## config.mk

```make
export PLATFORM = sky130hd
export DESIGN_NAME = akp_port
export DESIGN_NICKNAME = d
export VERILOG_FILES = /design/src/akp_pkg.sv /design/src/akp_pin_sync.sv /design/src/akp_port.sv
export VERILOG_INCLUDE_DIRS = /design/src /design/src/src
export SDC_FILE = /design/constraint.sdc
export NUM_CORES = 1
export LEC_CHECK = 0
export BUFFER_PORTS_ARGS = -buffer_cell sky130_fd_sc_hd__buf_2
export CAP_MARGIN = 10
export CORE_MARGIN = 2
export CORE_UTILIZATION = 52
export CTS_CLUSTER_SIZE = 8
export DETAILED_ROUTE_END_ITERATION = 16
export GPL_TIMING_DRIVEN = 0
export PLACE_DENSITY_LB_ADDON = 0.3
export SKIP_CTS_REPAIR_TIMING = 1
export SLEW_MARGIN = 15
export SYNTH_ARGS = -nofsm -noshare
export SYNTH_HDL_FRONTEND = slang
export SYNTH_SLANG_ARGS = --single-unit
```

## constraint.sdc

```tcl
create_clock -name ref_clk_i -period 1.9 [get_ports ref_clk_i]
set_clock_uncertainty 0.1 [all_clocks]
set_input_delay 0.38 -clock ref_clk_i [delete_from_list [all_inputs] [get_ports ref_clk_i]]
set_output_delay 0.38 -clock ref_clk_i [all_outputs]
set_load 0.01 [all_outputs]
```

## src/akp_consts.svh

```systemverilog
// Offsets, reset values and field positions of the analog-capable port
`ifndef AKP_CONSTS_SVH
`define AKP_CONSTS_SVH
`define AKP_ADDR_DATA 4'h0
`define AKP_ADDR_DIR 4'h1
`define AKP_ADDR_INEN 4'h2
`define AKP_ADDR_STOP 4'h3
`define AKP_RST_DATA 8'h00
`define AKP_RST_DIR 8'h00
`define AKP_RST_INEN 8'hFF
`define AKP_RST_STOP 4'h0
`define AKP_WAKE_HI 7
`define AKP_WAKE_LO 4
`define AKP_ZERO8 8'h00
`endif

```

## src/akp_pkg.sv

```systemverilog
// Types shared by the analog-capable port design
package akp_pkg;
    // Register bus request bundle
    typedef struct packed {
        logic [3:0] addr;
        logic [7:0] wdata;
        logic wr;
        logic rd;
        logic rmw;
    } akp_bus_s;
    // Per-pin function as seen by software
    typedef enum logic [1:0] {
        AKP_MODE_ANALOG,
        AKP_MODE_INPUT,
        AKP_MODE_OUTPUT
    } akp_mode_e;
endpackage

```

## src/akp_pin_sync.sv

```systemverilog
// Two-flop synchroniser for the eight port pins
`timescale 1ns/1ps
module akp_pin_sync
    import akp_pkg::*;
(
    input wire logic ref_clk_i,
    input wire logic rst_i,
    input wire logic [7:0] pin_i,
    output logic [7:0] sync_o
);
`include "akp_consts.svh"
    // First stage, read only by the second stage
    logic [7:0] meta_reg;
    // Second stage, safe for logic
    logic [7:0] sync_reg;

    // Two stages per pin against metastability
    always_ff @(posedge ref_clk_i)
    begin
        if (rst_i)
        begin
            meta_reg <= `AKP_ZERO8;
            sync_reg <= `AKP_ZERO8;
        end
        else
        begin
            meta_reg <= pin_i;
            sync_reg <= meta_reg;
        end
    end

    assign sync_o = sync_reg;
endmodule

```

## src/akp_port.sv

```systemverilog
// Eight-bit port with analog and key-wakeup pin functions
//
// Notes on behaviour
// - Each pin configured independently by own bits
// - Reset: direction zero, input enable ones
// - Reset clears all output latch bits
// - Direction one drives latch onto pin
// - Wakeup enables sit in bits 7..4
// - Output bits read back latch contents
// - Digital input bits read synchronised pin
// - Bit-modify writes pin levels into input-pin latches
//
// Chosen here: the placing of the registers and the address-and-strobe port.
`timescale 1ns/1ps
module akp_port
    import akp_pkg::*;
(
    input wire logic ref_clk_i,
    input wire logic rst_i,
    input wire logic [3:0] addr_i,
    input wire logic [7:0] wdata_i,
    input wire logic wr_i,
    input wire logic rd_i,
    input wire logic rmw_i,
    output logic [7:0] rdata_o,
    input wire logic [7:0] pin_i,
    output logic [7:0] pin_o,
    output logic [7:0] pin_oe_n_o,
    output logic [7:0] analog_input_select_o,
    output logic [7:0] key_wakeup_input_o
);
`include "akp_consts.svh"
    // Bundled request
    akp_bus_s bus;
    // Registers
    logic [7:0] port_data_latch_reg;
    logic [7:0] port_direction_control_reg;
    logic [7:0] port_input_enable_reg;
    logic [3:0] key_wakeup_enable_bit_reg;
    logic [7:0] rdata_reg;
    // Synchronised pin levels
    logic [7:0] pin_sync;
    // Read view of the data register
    logic [7:0] data_view;
    logic [7:0] rd_mux;
    logic [7:0] latch_next;
    // Decodes
    wire wr_data = bus.wr && (bus.addr == `AKP_ADDR_DATA);
    wire wr_dir = bus.wr && (bus.addr == `AKP_ADDR_DIR);
    wire wr_inen = bus.wr && (bus.addr == `AKP_ADDR_INEN);
    wire wr_stop = bus.wr && (bus.addr == `AKP_ADDR_STOP);

    assign bus = '{addr: addr_i, wdata: wdata_i, wr: wr_i, rd: rd_i,
                   rmw: rmw_i};

    // Mode of one pin from its two control bits
    function automatic akp_mode_e pin_mode(input logic dir,
                                           input logic inen);
        if (dir)
            pin_mode = AKP_MODE_OUTPUT;
        else if (inen)
            pin_mode = AKP_MODE_INPUT;
        else
            pin_mode = AKP_MODE_ANALOG;
    endfunction

    akp_pin_sync u_sync (
        .ref_clk_i(ref_clk_i),
        .rst_i(rst_i),
        .pin_i(pin_i),
        .sync_o(pin_sync)
    );

    // Per-pin read view and pin drivers
    genvar g;
    generate
        for (g = 0; g < 8; g++)
        begin : g_pin
            wire akp_mode_e m = pin_mode(port_direction_control_reg[g],
                                         port_input_enable_reg[g]);
            assign data_view[g] = (m == AKP_MODE_OUTPUT) ?
                port_data_latch_reg[g] :
                (m == AKP_MODE_INPUT) ? pin_sync[g] : 1'b0;
            assign pin_o[g] = port_data_latch_reg[g];
            assign pin_oe_n_o[g] = ~port_direction_control_reg[g];
            assign analog_input_select_o[g] = (m == AKP_MODE_ANALOG);
        end
    endgenerate

    // bit-modify writes read view back into non-output bits, written data into output bits
    // Input pins lose their latch value here; a known quirk kept on purpose
    assign latch_next = bus.rmw ?
        ((bus.wdata & port_direction_control_reg) |
         (data_view & ~port_direction_control_reg)) : bus.wdata;

    assign key_wakeup_input_o = {key_wakeup_enable_bit_reg &
        ~port_direction_control_reg[`AKP_WAKE_HI:`AKP_WAKE_LO] &
        pin_sync[`AKP_WAKE_HI:`AKP_WAKE_LO], 4'h0};

    // Read selection; unmapped reads zero
    assign rd_mux =
        (bus.addr == `AKP_ADDR_DATA) ? data_view :
        (bus.addr == `AKP_ADDR_DIR) ? port_direction_control_reg :
        (bus.addr == `AKP_ADDR_INEN) ? port_input_enable_reg :
        (bus.addr == `AKP_ADDR_STOP) ?
            {key_wakeup_enable_bit_reg, 4'h0} : `AKP_ZERO8;

    always_ff @(posedge ref_clk_i)
    begin
        if (rst_i)
        begin
            port_data_latch_reg <= `AKP_RST_DATA;
            port_direction_control_reg <= `AKP_RST_DIR;
            port_input_enable_reg <= `AKP_RST_INEN;
            key_wakeup_enable_bit_reg <= `AKP_RST_STOP;
        end
        else
        begin
            if (wr_data)
                port_data_latch_reg <= latch_next;
            if (wr_dir)
                port_direction_control_reg <= bus.wdata;
            if (wr_inen)
                port_input_enable_reg <= bus.wdata;
            if (wr_stop)
                key_wakeup_enable_bit_reg <=
                    bus.wdata[`AKP_WAKE_HI:`AKP_WAKE_LO];
        end
    end

    // Read data one cycle after strobe, zero otherwise
    always_ff @(posedge ref_clk_i)
    begin
        if (rst_i)
            rdata_reg <= `AKP_ZERO8;
        else
            rdata_reg <= bus.rd ? rd_mux : `AKP_ZERO8;
    end
    assign rdata_o = rdata_reg;

    // Assertions
    // reset values; reset seen now, values one edge later
    AST_RESET_CFG: assert property (
        @(posedge ref_clk_i) rst_i |=>
        port_direction_control_reg == `AKP_RST_DIR &&
        port_input_enable_reg == `AKP_RST_INEN)
        else $error("config reset values wrong");
    AST_RESET_LATCH: assert property (
        @(posedge ref_clk_i) rst_i |=>
        port_data_latch_reg == `AKP_RST_DATA)
        else $error("latch not cleared on reset");
    AST_DRIVE: assert property (
        @(posedge ref_clk_i) disable iff (rst_i)
        (pin_oe_n_o == ~port_direction_control_reg) &&
        (pin_o == port_data_latch_reg))
        else $error("pin drive mismatch");
    AST_READ_OUT: assert property (
        @(posedge ref_clk_i) disable iff (rst_i)
        rd_i && addr_i == `AKP_ADDR_DATA && !wr_i |=>
        ((rdata_o ^ $past(port_data_latch_reg)) &
        $past(port_direction_control_reg)) == `AKP_ZERO8)
        else $error("output bit read wrong");
    AST_READ_IN: assert property (
        @(posedge ref_clk_i) disable iff (rst_i)
        rd_i && addr_i == `AKP_ADDR_DATA |=>
        ((rdata_o ^ $past(pin_sync)) & ~$past(port_direction_control_reg) &
        $past(port_input_enable_reg)) == `AKP_ZERO8)
        else $error("input bit read wrong");
    AST_READ_ANA: assert property (
        @(posedge ref_clk_i) disable iff (rst_i)
        rd_i && addr_i == `AKP_ADDR_DATA |=>
        (rdata_o & ~$past(port_direction_control_reg) &
        ~$past(port_input_enable_reg)) == `AKP_ZERO8)
        else $error("analog bit not zero");
    // bit-modify copies pins into input latches
    AST_RMW: assert property (
        @(posedge ref_clk_i) disable iff (rst_i)
        wr_i && rmw_i && addr_i == `AKP_ADDR_DATA |=>
        ((port_data_latch_reg ^ $past(pin_sync)) &
        ~$past(port_direction_control_reg) &
        $past(port_input_enable_reg)) == `AKP_ZERO8)
        else $error("bit-modify lost pin level");
    // bit-modify still stores written output bits
    AST_RMW_OUT: assert property (
        @(posedge ref_clk_i) disable iff (rst_i)
        wr_i && rmw_i && addr_i == `AKP_ADDR_DATA |=>
        ((port_data_latch_reg ^ $past(wdata_i)) &
        $past(port_direction_control_reg)) == `AKP_ZERO8)
        else $error("bit-modify lost output bit");
    // plain write loads the whole latch
    AST_LATCH_WR: assert property (
        @(posedge ref_clk_i) disable iff (rst_i)
        wr_i && !rmw_i && addr_i == `AKP_ADDR_DATA |=>
        port_data_latch_reg == $past(wdata_i))
        else $error("latch write wrong");
    AST_WAKE: assert property (
        @(posedge ref_clk_i) disable iff (rst_i)
        wr_i && addr_i == `AKP_ADDR_STOP |=> key_wakeup_enable_bit_reg ==
        $past(wdata_i[`AKP_WAKE_HI:`AKP_WAKE_LO]))
        else $error("wakeup field not stored");
    // wakeup only on enabled upper pins with direction bit clear
    AST_WAKE_OUT: assert property (
        @(posedge ref_clk_i) disable iff (rst_i)
        (key_wakeup_input_o & ~({key_wakeup_enable_bit_reg, 4'h0} &
        ~port_direction_control_reg)) == `AKP_ZERO8)
        else $error("wakeup on disabled pin");
    // analog select only with both control bits clear
    AST_ANA_SEL: assert property (
        @(posedge ref_clk_i) disable iff (rst_i)
        analog_input_select_o ==
        (~port_direction_control_reg & ~port_input_enable_reg))
        else $error("analog select wrong");
    // direction write loads the whole register
    AST_INDEP: assert property (
        @(posedge ref_clk_i) disable iff (rst_i)
        wr_i && addr_i == `AKP_ADDR_DIR |=>
        port_direction_control_reg == $past(wdata_i))
        else $error("direction write wrong");
    COV_OUT: cover property (@(posedge ref_clk_i)
        port_direction_control_reg != `AKP_ZERO8);
    COV_ANA: cover property (@(posedge ref_clk_i)
        analog_input_select_o != `AKP_ZERO8);
    COV_RMW: cover property (@(posedge ref_clk_i) wr_i && rmw_i);
    COV_WAKE: cover property (@(posedge ref_clk_i)
        key_wakeup_input_o != `AKP_ZERO8);
endmodule

```

-- Yosys cells after proc, flatten, opt, wreduce, memory -nomap -nowiden
Cells that the tools add are included.
- eq/ne operators: 19
- multiplexer cells: 37
- bitwise gates (word level): 16
- reductions and logical operators: 14
- operators with widths (cell ; number):
    2-to-1 mux 8 bit ; 5
    2-to-1 mux 1 bit ; 24
    bitwise AND 8 bit ; 2
    == test 2 x 1 -> 1 bit, second input constant ; 8
    == test 2 bit, second input constant ; 8
    logical NOT 2 bit ; 8
    2-to-1 mux 2 bit ; 8
    NOT 1 bit ; 9
    bitwise AND 4 bit ; 2
    == test 4 x 2 -> 1 bit, second input constant ; 2
    NOT 8 bit ; 1
    bitwise OR 8 bit ; 1
    == test 4 x 1 -> 1 bit, second input constant ; 1
    logical AND 1 bit ; 4
    logical NOT 4 bit ; 1
    NOT 4 bit ; 1
    OR reduction 2 bit ; 1
- flip-flop bits (word level): 52
- bits of input ports: 25

-- Longest topological paths before layout
Gate-level depths: netlist of run 1.
- depth after elaboration: 8
- mapped depth: 5

-- Cells and area by module
Synthesis of run 1 repeated with hierarchy kept, for this count alone.
- cells, all modules: 244
- area, all modules: 2524.9 sq um
- modules (own cells, without submodules) (module ; instances ; cells an instance ; area each (sq um) ; seq. area each (sq um)):
    akp_port ; 1 ; 211 ; 2060.7 ; 720.7
    akp_pin_sync ; 1 ; 33 ; 464.2 ; 320.3

-- Least setup slack after synthesis of run 1
Ideal clock, no wire load.
- path type: input -> register
- from: in addr_i[0]
- to: reg port_data_latch_reg[0], in the netlist pin_o[0]
- library setup time: 132 ps
- arrival time: 1374 ps
- path slack: 294 ps
- cell stages on the path: 5
- cell sequence: buf_6 > or4b_4 > buf_6 > a2111oi_4 > nor3_1
- word-level cells in the longest chain between the ends: 2
- RTL lines (what ; line ; text):
    start, declared ; akp_port.sv:20 ; input wire logic [3:0] addr_i,
    logical NOT 4 bit (no source line) ; -- ;
    logical AND 1 bit ; akp_port.sv:48 ; wire wr_data = bus.wr && (bus.addr == `AKP_ADDR_DATA);
    end signal, assigned ; akp_port.sv:112 ; port_data_latch_reg <= `AKP_RST_DATA;
    end signal, assigned ; akp_port.sv:120 ; port_data_latch_reg <= latch_next;
    end, declared ; akp_port.sv:36 ; logic [7:0] port_data_latch_reg;
No other way between the ends.
A chain may end at the register's enable or synchronous reset.

-- Final worst setup path of run 1
- from: in addr_i[3]
- to: reg port_direction_control_reg[7]
- word-level cells in the longest chain between the ends: 2
- RTL lines (what ; line ; text):
    == test 4 x 1 -> 1 bit (no source line) ; -- ;
    logical AND 1 bit ; akp_port.sv:49 ; wire wr_dir = bus.wr && (bus.addr == `AKP_ADDR_DIR);
    end signal, assigned ; akp_port.sv:113 ; port_direction_control_reg <= `AKP_RST_DIR;
    end signal, assigned ; akp_port.sv:122 ; port_direction_control_reg <= bus.wdata;
    end, declared ; akp_port.sv:37 ; logic [7:0] port_direction_control_reg;
No other way between the ends.

==> results of run 1 <==
[kinds of logic after synthesis]
group,Yosys count
AOI/OAI and AO/OA,52
buffers and inverters,31
DFF,52
muxes,12
other,1
and+or+nand+nor,97
[cell type report]
class / count / area (um^2) / share of cell area
well taps: 54 / 67.6 / 0.0230
clock inverters: 1 / 5.00 / 0.00171
inverters: 9 / 33.8 / 0.0115
repair buffers: 58 / 290 / 0.0989
flip-flops and latches: 52 / 1040 / 0.355
plain buffers: 22 / 125 / 0.0426
multi-input cells: 165 / 1300 / 0.443
clock buffers: 6 / 72.6 / 0.0247
[worst max path at each step]
stage | startpoint | endpoint | cells after the start
final | addr_i[3] | port_direction_control_reg[7]$_SDFFE_PP0P_ | 5
after global routing | addr_i[3] | port_direction_control_reg[7]$_SDFFE_PP0P_ | 5
after CTS | addr_i[0] | port_input_enable_reg[7]$_SDFFE_PP1P_ | 6
after detailed placement | addr_i[0] | port_input_enable_reg[7]$_SDFFE_PP1P_ | 6
after global placement | addr_i[0] | port_input_enable_reg[0]$_SDFFE_PP1P_ | 6
after floorplan | addr_i[0] | pin_o[0]$_SDFFE_PP0P_ | 5
[worst register-to-register path: cells and delay by family (launching register included)]
kind / cells / cell delay (ns)
flops: 1 / 0.44
compound gates: 1 / 0.32
simple gates: 2 / 0.33
[per-stage QoR]
step | setup TNS (ns) | hold slack, ns | util | worst slack (ns) | total power (uW)
detailed placement | -0.366 | 0.324 | 0.613 | -0.0564 | 1400
global route | 0 | 0.178 | 0.630 | 0.163 | 2040
CTS | 0 | 0.174 | 0.630 | 0.268 | 1980
floorplan | 0 | 0.314 | - | 0.294 | 1300
finish | 0 | 0.177 | 0.630 | 0.220 | 1970
global placement | -0.156 | 0.318 | 0.613 | -0.0236 | 1390
[synthesized netlist by cell type, drive strengths merged]
| cell | instances | area (um^2) |
|---|---|---|
| a2111oi | 8 | 220 |
| a211o | 8 | 70.1 |
| a211oi | 4 | 30.0 |
| a21oi | 12 | 60.1 |
| and2 | 1 | 6.26 |
| and3 | 12 | 75.1 |
| and4 | 1 | 8.76 |
| and4b | 8 | 80.1 |
| buf | 11 | 82.6 |
| clkbuf | 11 | 42.5 |
| conb | 1 | 3.75 |
| dfxtp | 52 | 1040 |
| inv | 9 | 33.8 |
| mux2i | 12 | 120 |
| nand2 | 6 | 30.0 |
| nand2b | 20 | 125 |
| nand3b | 1 | 7.51 |
| nand4b | 4 | 35.0 |
| nor2 | 9 | 33.8 |
| nor2b | 24 | 150 |
| nor3 | 8 | 40.0 |
| nor4b | 2 | 38.8 |
| o211ai | 4 | 30.0 |
| o21ai | 8 | 40.0 |
| o311a | 4 | 40.0 |
| o31ai | 4 | 30.0 |
| or4b | 1 | 13.8 |
[routing by layer]
layer | routed length, um | share of wire | vias up
met5 | 0 | 0 | -
met4 | 95 | 0.015 | 0
li1 | - | - | 1007
met1 | 2540 | 0.39 | 966
met2 | 3200 | 0.49 | 117
met3 | 675 | 0.10 | 12
[power by group]
group | leakage (uW) | switching, uW | internal, uW
logic | 0.000780 | 148 | 95.0
clock network | 0.0000410 | 342 | 251
registers | 0.000424 | 16.8 | 1120
total | 0.00124 | 507 | 1460
==> metrics, run 1 <==
GR Util met3=0.0525; initial antenna violation count=0; r2r endpoint=pin_o[5]$_SDFFE_PP0P_; Setup crit start kind=input port; Final Cell Area=2940 um^2; Hold Startpoint=pin_i[2]; most frequent cells in the layout=61 x buf_2, 52 x dfxtp_1, 24 x nor2b_1; fin nets=~340; minimum clock period=between 1.5 and 2 ns; DR vias=2,102; Synth Warn #=0; Critical Path RT=2.04 ns; largest family of logic cells by synthesized area=simple AND/OR/NAND/NOR gates; CTS tree=yes; critical path class=input port to register; Distinct cells, synth=33; global-route wire length before repair=9.94 mm; crit path buf inv count=2; flops & latches, synth=52; GRT overflow=0; clock sinks=52; final-report setup violation count=0; CP most frequent cell=buf_2; clk root buf=clkbuf_8; CP delay by family, top=simple AND/OR/NAND/NOR gates; max_cap viols=0; hold worst-path end=u_sync.meta_reg[2]$_SDFF_PP0_; Synth Area in Adders=0; worst reg-to-reg path cell count=3; sequential-to-total area share from yosys stat=0.418; Chip Width=73.2 um; Synth Area in XOR/XNOR=0; Post-Place Cells=360; detailed placement HPWL=approximately 4.5 mm; Cells after Synth=between 200 and 250; min-delay worst type=input port to register; area delta synth->final=17.9%; Pre-antenna DRT Iters=4; Worst Path Arrival=roughly 1.8 ns; Num CTS Buffers=5; row cnt=25; CP max stage cell=nor4b_2; DRT iter0 DRCs=~200; R2R Path Start=port_direction_control_reg[5]$_SDFFE_PP0P_; hold path cells=2; largest net degree at the start of global routing=15; compound-gate portion of the synthesized area=0.209; Final Hold Vio Count=0; Clock Pin Slew Worst Setup and Hold Paths=around 0.090 ns; RSZ-0062 raised after global routing=no; Avg WL per Cell=17.7 um; max incr delay on CP=0.70 ns; Worst Tran Pin Value=between 0.7 and 0.8 ns; Ports=65; Leakage=0.00124 uW; vias in the first global route=approximately 2,000; Core Region=4660 um^2; mux cell area share after synthesis=0.0483; CP Cell Sequence=buf_2 -> nor4b_2 -> and2_0 -> buf_2 -> mux2i_1; fillers=between 400 and 500; highest clock rate=just under 0.6 GHz; Clock Path Buffers=2; met2 usage=0.407; die area=5360 um^2; vias per std cell=5.73; worst vdd ir=397 uV; Slew headroom=0.497; htree depth=2; Post-Route WL=between 6 and 7 mm; clock latency on the worst-skew pair=around 0.30 ns; share of post-route cells with drive strength above 1=0.278; FF-to-FF setup slack=0.58 ns; gr usage total=0.252; simple-gate area share of the yosys netlist=0.259; status=complete, no violations; Placer Congestion=slightly above 0.8; Die Y=73.2 um; worst-path fanout max=6; antenna fix cells=0; PD cells=671 nW/um^2; most common cell after layout, fill and taps aside=buf_2; synthesized area=about 2500 um^2; DRT antenna net count=0; Syn Area/Cell=roughly 10 um^2; Slew Viols, Final=0; Top Usage Layer GRT=met2; Initial Util=0.534; Residual DRC=0; PortBufs=between 50 and 60; non-filler instance count after layout=between 300 and 400; Cell Area, Placed=between 2000 and 3000 um^2; critical path endpoint category=register; fin crit share=0.884; GRT met1 Usage=0.313
No activity file was read; power rests on OpenSTA's default activity.
==> run 2, diff against run 1 <==
- CORE_UTILIZATION: 52 -> 54
- CTS_BUF_LIST: not set -> sky130_fd_sc_hd__clkbuf_4 sky130_fd_sc_hd__clkbuf_8
==> run 2 against run 1 <==
Sequential share of layout area hardly changed; via count is 0.33% lower; combinational power hardly changed; count of clock-buffer cells in the layout stayed put; critical path type unchanged; global-route usage is 0.31 points lower; sequential power hardly changed; critical path depth is 1 higher; largest cell class unchanged; first-iteration DRC count is 9.8% lower.
==> metrics, run 2 (synthesis gave the netlist of run 1 again) <==
status=complete, no violations (unchanged); Slew headroom=0.527 (was 0.497); fillers=382 (was 418); Cell Area, Placed=2860 um^2 (about the same); Setup WS pre-CTS=-0.0675 ns (was -0.0564 ns); gr usage total=0.249 (was 0.252); fin nets=338 (unchanged); Post-Route WL=6.27 mm (was 6.50 mm); min-delay worst type=input port to register (unchanged); GRT met1 Usage=0.338 (was 0.313); Final Cell Area=2940 um^2 (about the same); non-filler instance count after layout=365 (was 367); FF-to-FF setup slack=0.59 ns (was 0.58 ns); hold worst-path end=u_sync.meta_reg[0]$_SDFF_PP0_ (was u_sync.meta_reg[2]$_SDFF_PP0_); htree depth=2 (unchanged); Worst Path Arrival=1.79 ns (was 1.82 ns); Leakage=0.00125 uW (was 0.00124 uW); detailed placement HPWL=4.25 mm (was 4.49 mm); r2r endpoint=pin_o[2]$_SDFFE_PP0P_ (was pin_o[5]$_SDFFE_PP0P_); clk root buf=clkbuf_8 (unchanged); clock latency on the worst-skew pair=0.31 ns (was 0.30 ns); worst vdd ir=462 uV (was 397 uV); RSZ-0062 raised after global routing=no (unchanged); DRT antenna net count=0 (unchanged); PortBufs=58 (unchanged); die area=5170 um^2 (was 5360 um^2); Clock Path Buffers=2 (unchanged); antenna fix cells=0 (unchanged); Hold Startpoint=pin_i[0] (was pin_i[2]); fin worst setup slack=0.213 ns (was 0.220 ns); vias per std cell=5.74 (was 5.73); Post-Place Cells=358 (was 360); share of post-route cells with drive strength above 1=0.281 (was 0.278); worst reg-to-reg path cell count=3 (unchanged); Residual DRC=0 (unchanged); Avg WL per Cell=17.2 um (was 17.7 um); Chip Width=71.9 um (was 73.2 um); Fin Hold WS=0.174 ns (was 0.177 ns); met2 usage=0.391 (was 0.407); Num CTS Buffers=5 (unchanged); critical path class=input port to register (unchanged); row cnt=24 (was 25); worst-path fanout max=10 (was 6); Ports=65 (unchanged); area delta synth->final=18.0% (was 17.9%); PD cells=677 nW/um^2 (was 671 nW/um^2); Critical Path RT=2.00 ns (was 2.04 ns); Placer Congestion=0.819 (was 0.810); Die Y=71.9 um (was 73.2 um); CTS tree=yes (unchanged); GR Util met3=0.0492 (was 0.0525); highest clock rate=0.593 GHz (was 0.595 GHz); Clock Pin Slew Worst Setup and Hold Paths=0.09 ns (about the same); Setup crit start kind=input port (unchanged); GRT overflow=0 (unchanged); max_cap viols=0 (unchanged); hold path cells=2 (unchanged); final-report setup violation count=0 (unchanged); R2R Path Start=port_direction_control_reg[2]$_SDFFE_PP0P_ (was port_direction_control_reg[5]$_SDFFE_PP0P_); clock sinks=52 (unchanged); DRT iter0 DRCs=185 (was 205); Core Region=4380 um^2 (was 4660 um^2); initial antenna violation count=0 (unchanged); vias in the first global route=1,954 (was 2,026); fin crit share=0.888 (was 0.884); DR vias=2,095 (was 2,102); Worst Tran Pin Value=0.710 ns (was 0.752 ns); most common cell after layout, fill and taps aside=buf_2 (unchanged); Slew Viols, Final=0 (unchanged); largest net degree at the start of global routing=15 (unchanged); Pre-antenna DRT Iters=5 (was 4); FF+latch area=1040 um^2 (unchanged); global-route wire length before repair=9.58 mm (was 9.94 mm); minimum clock period=1.69 ns (was 1.68 ns); critical path endpoint category=register (unchanged); Final Hold Vio Count=0 (unchanged); Initial Util=0.568 (was 0.534); multi-input logic area=1300 um^2 (unchanged); Top Usage Layer GRT=met2 (unchanged); most frequent cells in the layout=61 x buf_2, 52 x dfxtp_1, 24 x nor2b_1 (unchanged)
## run 2: final cells by class
class	count	area share
buffer	22	0.0426
clock buffer	6	0.0260
clock inverter	1	0.00170
inverter	9	0.0115
multi-input combinational	165	0.443
sequential	52	0.354
tap	52	0.0222
timing repair buffer	58	0.0988
## run 2: worst max path at each step
stage,start,to,depth (start not counted)
5_1_grt,addr_i[0],port_input_enable_reg[3]$_SDFFE_PP1P_,6
2_1_floorplan,addr_i[0],pin_o[0]$_SDFFE_PP0P_,5
6_report,addr_i[0],port_input_enable_reg[3]$_SDFFE_PP1P_,6
3_3_place_gp,addr_i[0],port_input_enable_reg[0]$_SDFFE_PP1P_,6
4_1_cts,addr_i[0],port_input_enable_reg[5]$_SDFFE_PP1P_,6
3_5_place_dp,addr_i[0],port_input_enable_reg[0]$_SDFFE_PP1P_,6
## run 2: metrics by stage
stage	setup TNS, ns	utilization	power, uW
after CTS	0	0.670	1990
after floorplan	0	-	1300
after global routing	0	0.670	2050
final	0	0.670	1990
after global placement	-0.237	0.651	1390
after detailed placement	-0.515	0.651	1400
## run 2: worst max-delay path, cell delays in order
cell and delay (ns):
buf_2 0.12, buf_6 0.14, nor4b_4 0.50, buf_6 0.23
nand2_4 0.11, a211o_1 0.31
## run 2: where the power goes
part / internal [uW] / total [uW] / leakage (uW) / switching, uW
sequential: 1120 / 1130 / 0.000424 / 17.0
combinational: 94.9 / 241 / 0.000780 / 146
clock: 265 / 612 / 0.0000445 / 347
## run 2: metal layers
metal	vias up	share of wire
li1	1009	-
met3	11	0.088
met1	972	0.44
met5	-	0
met2	103	0.45
met4	0	0.016
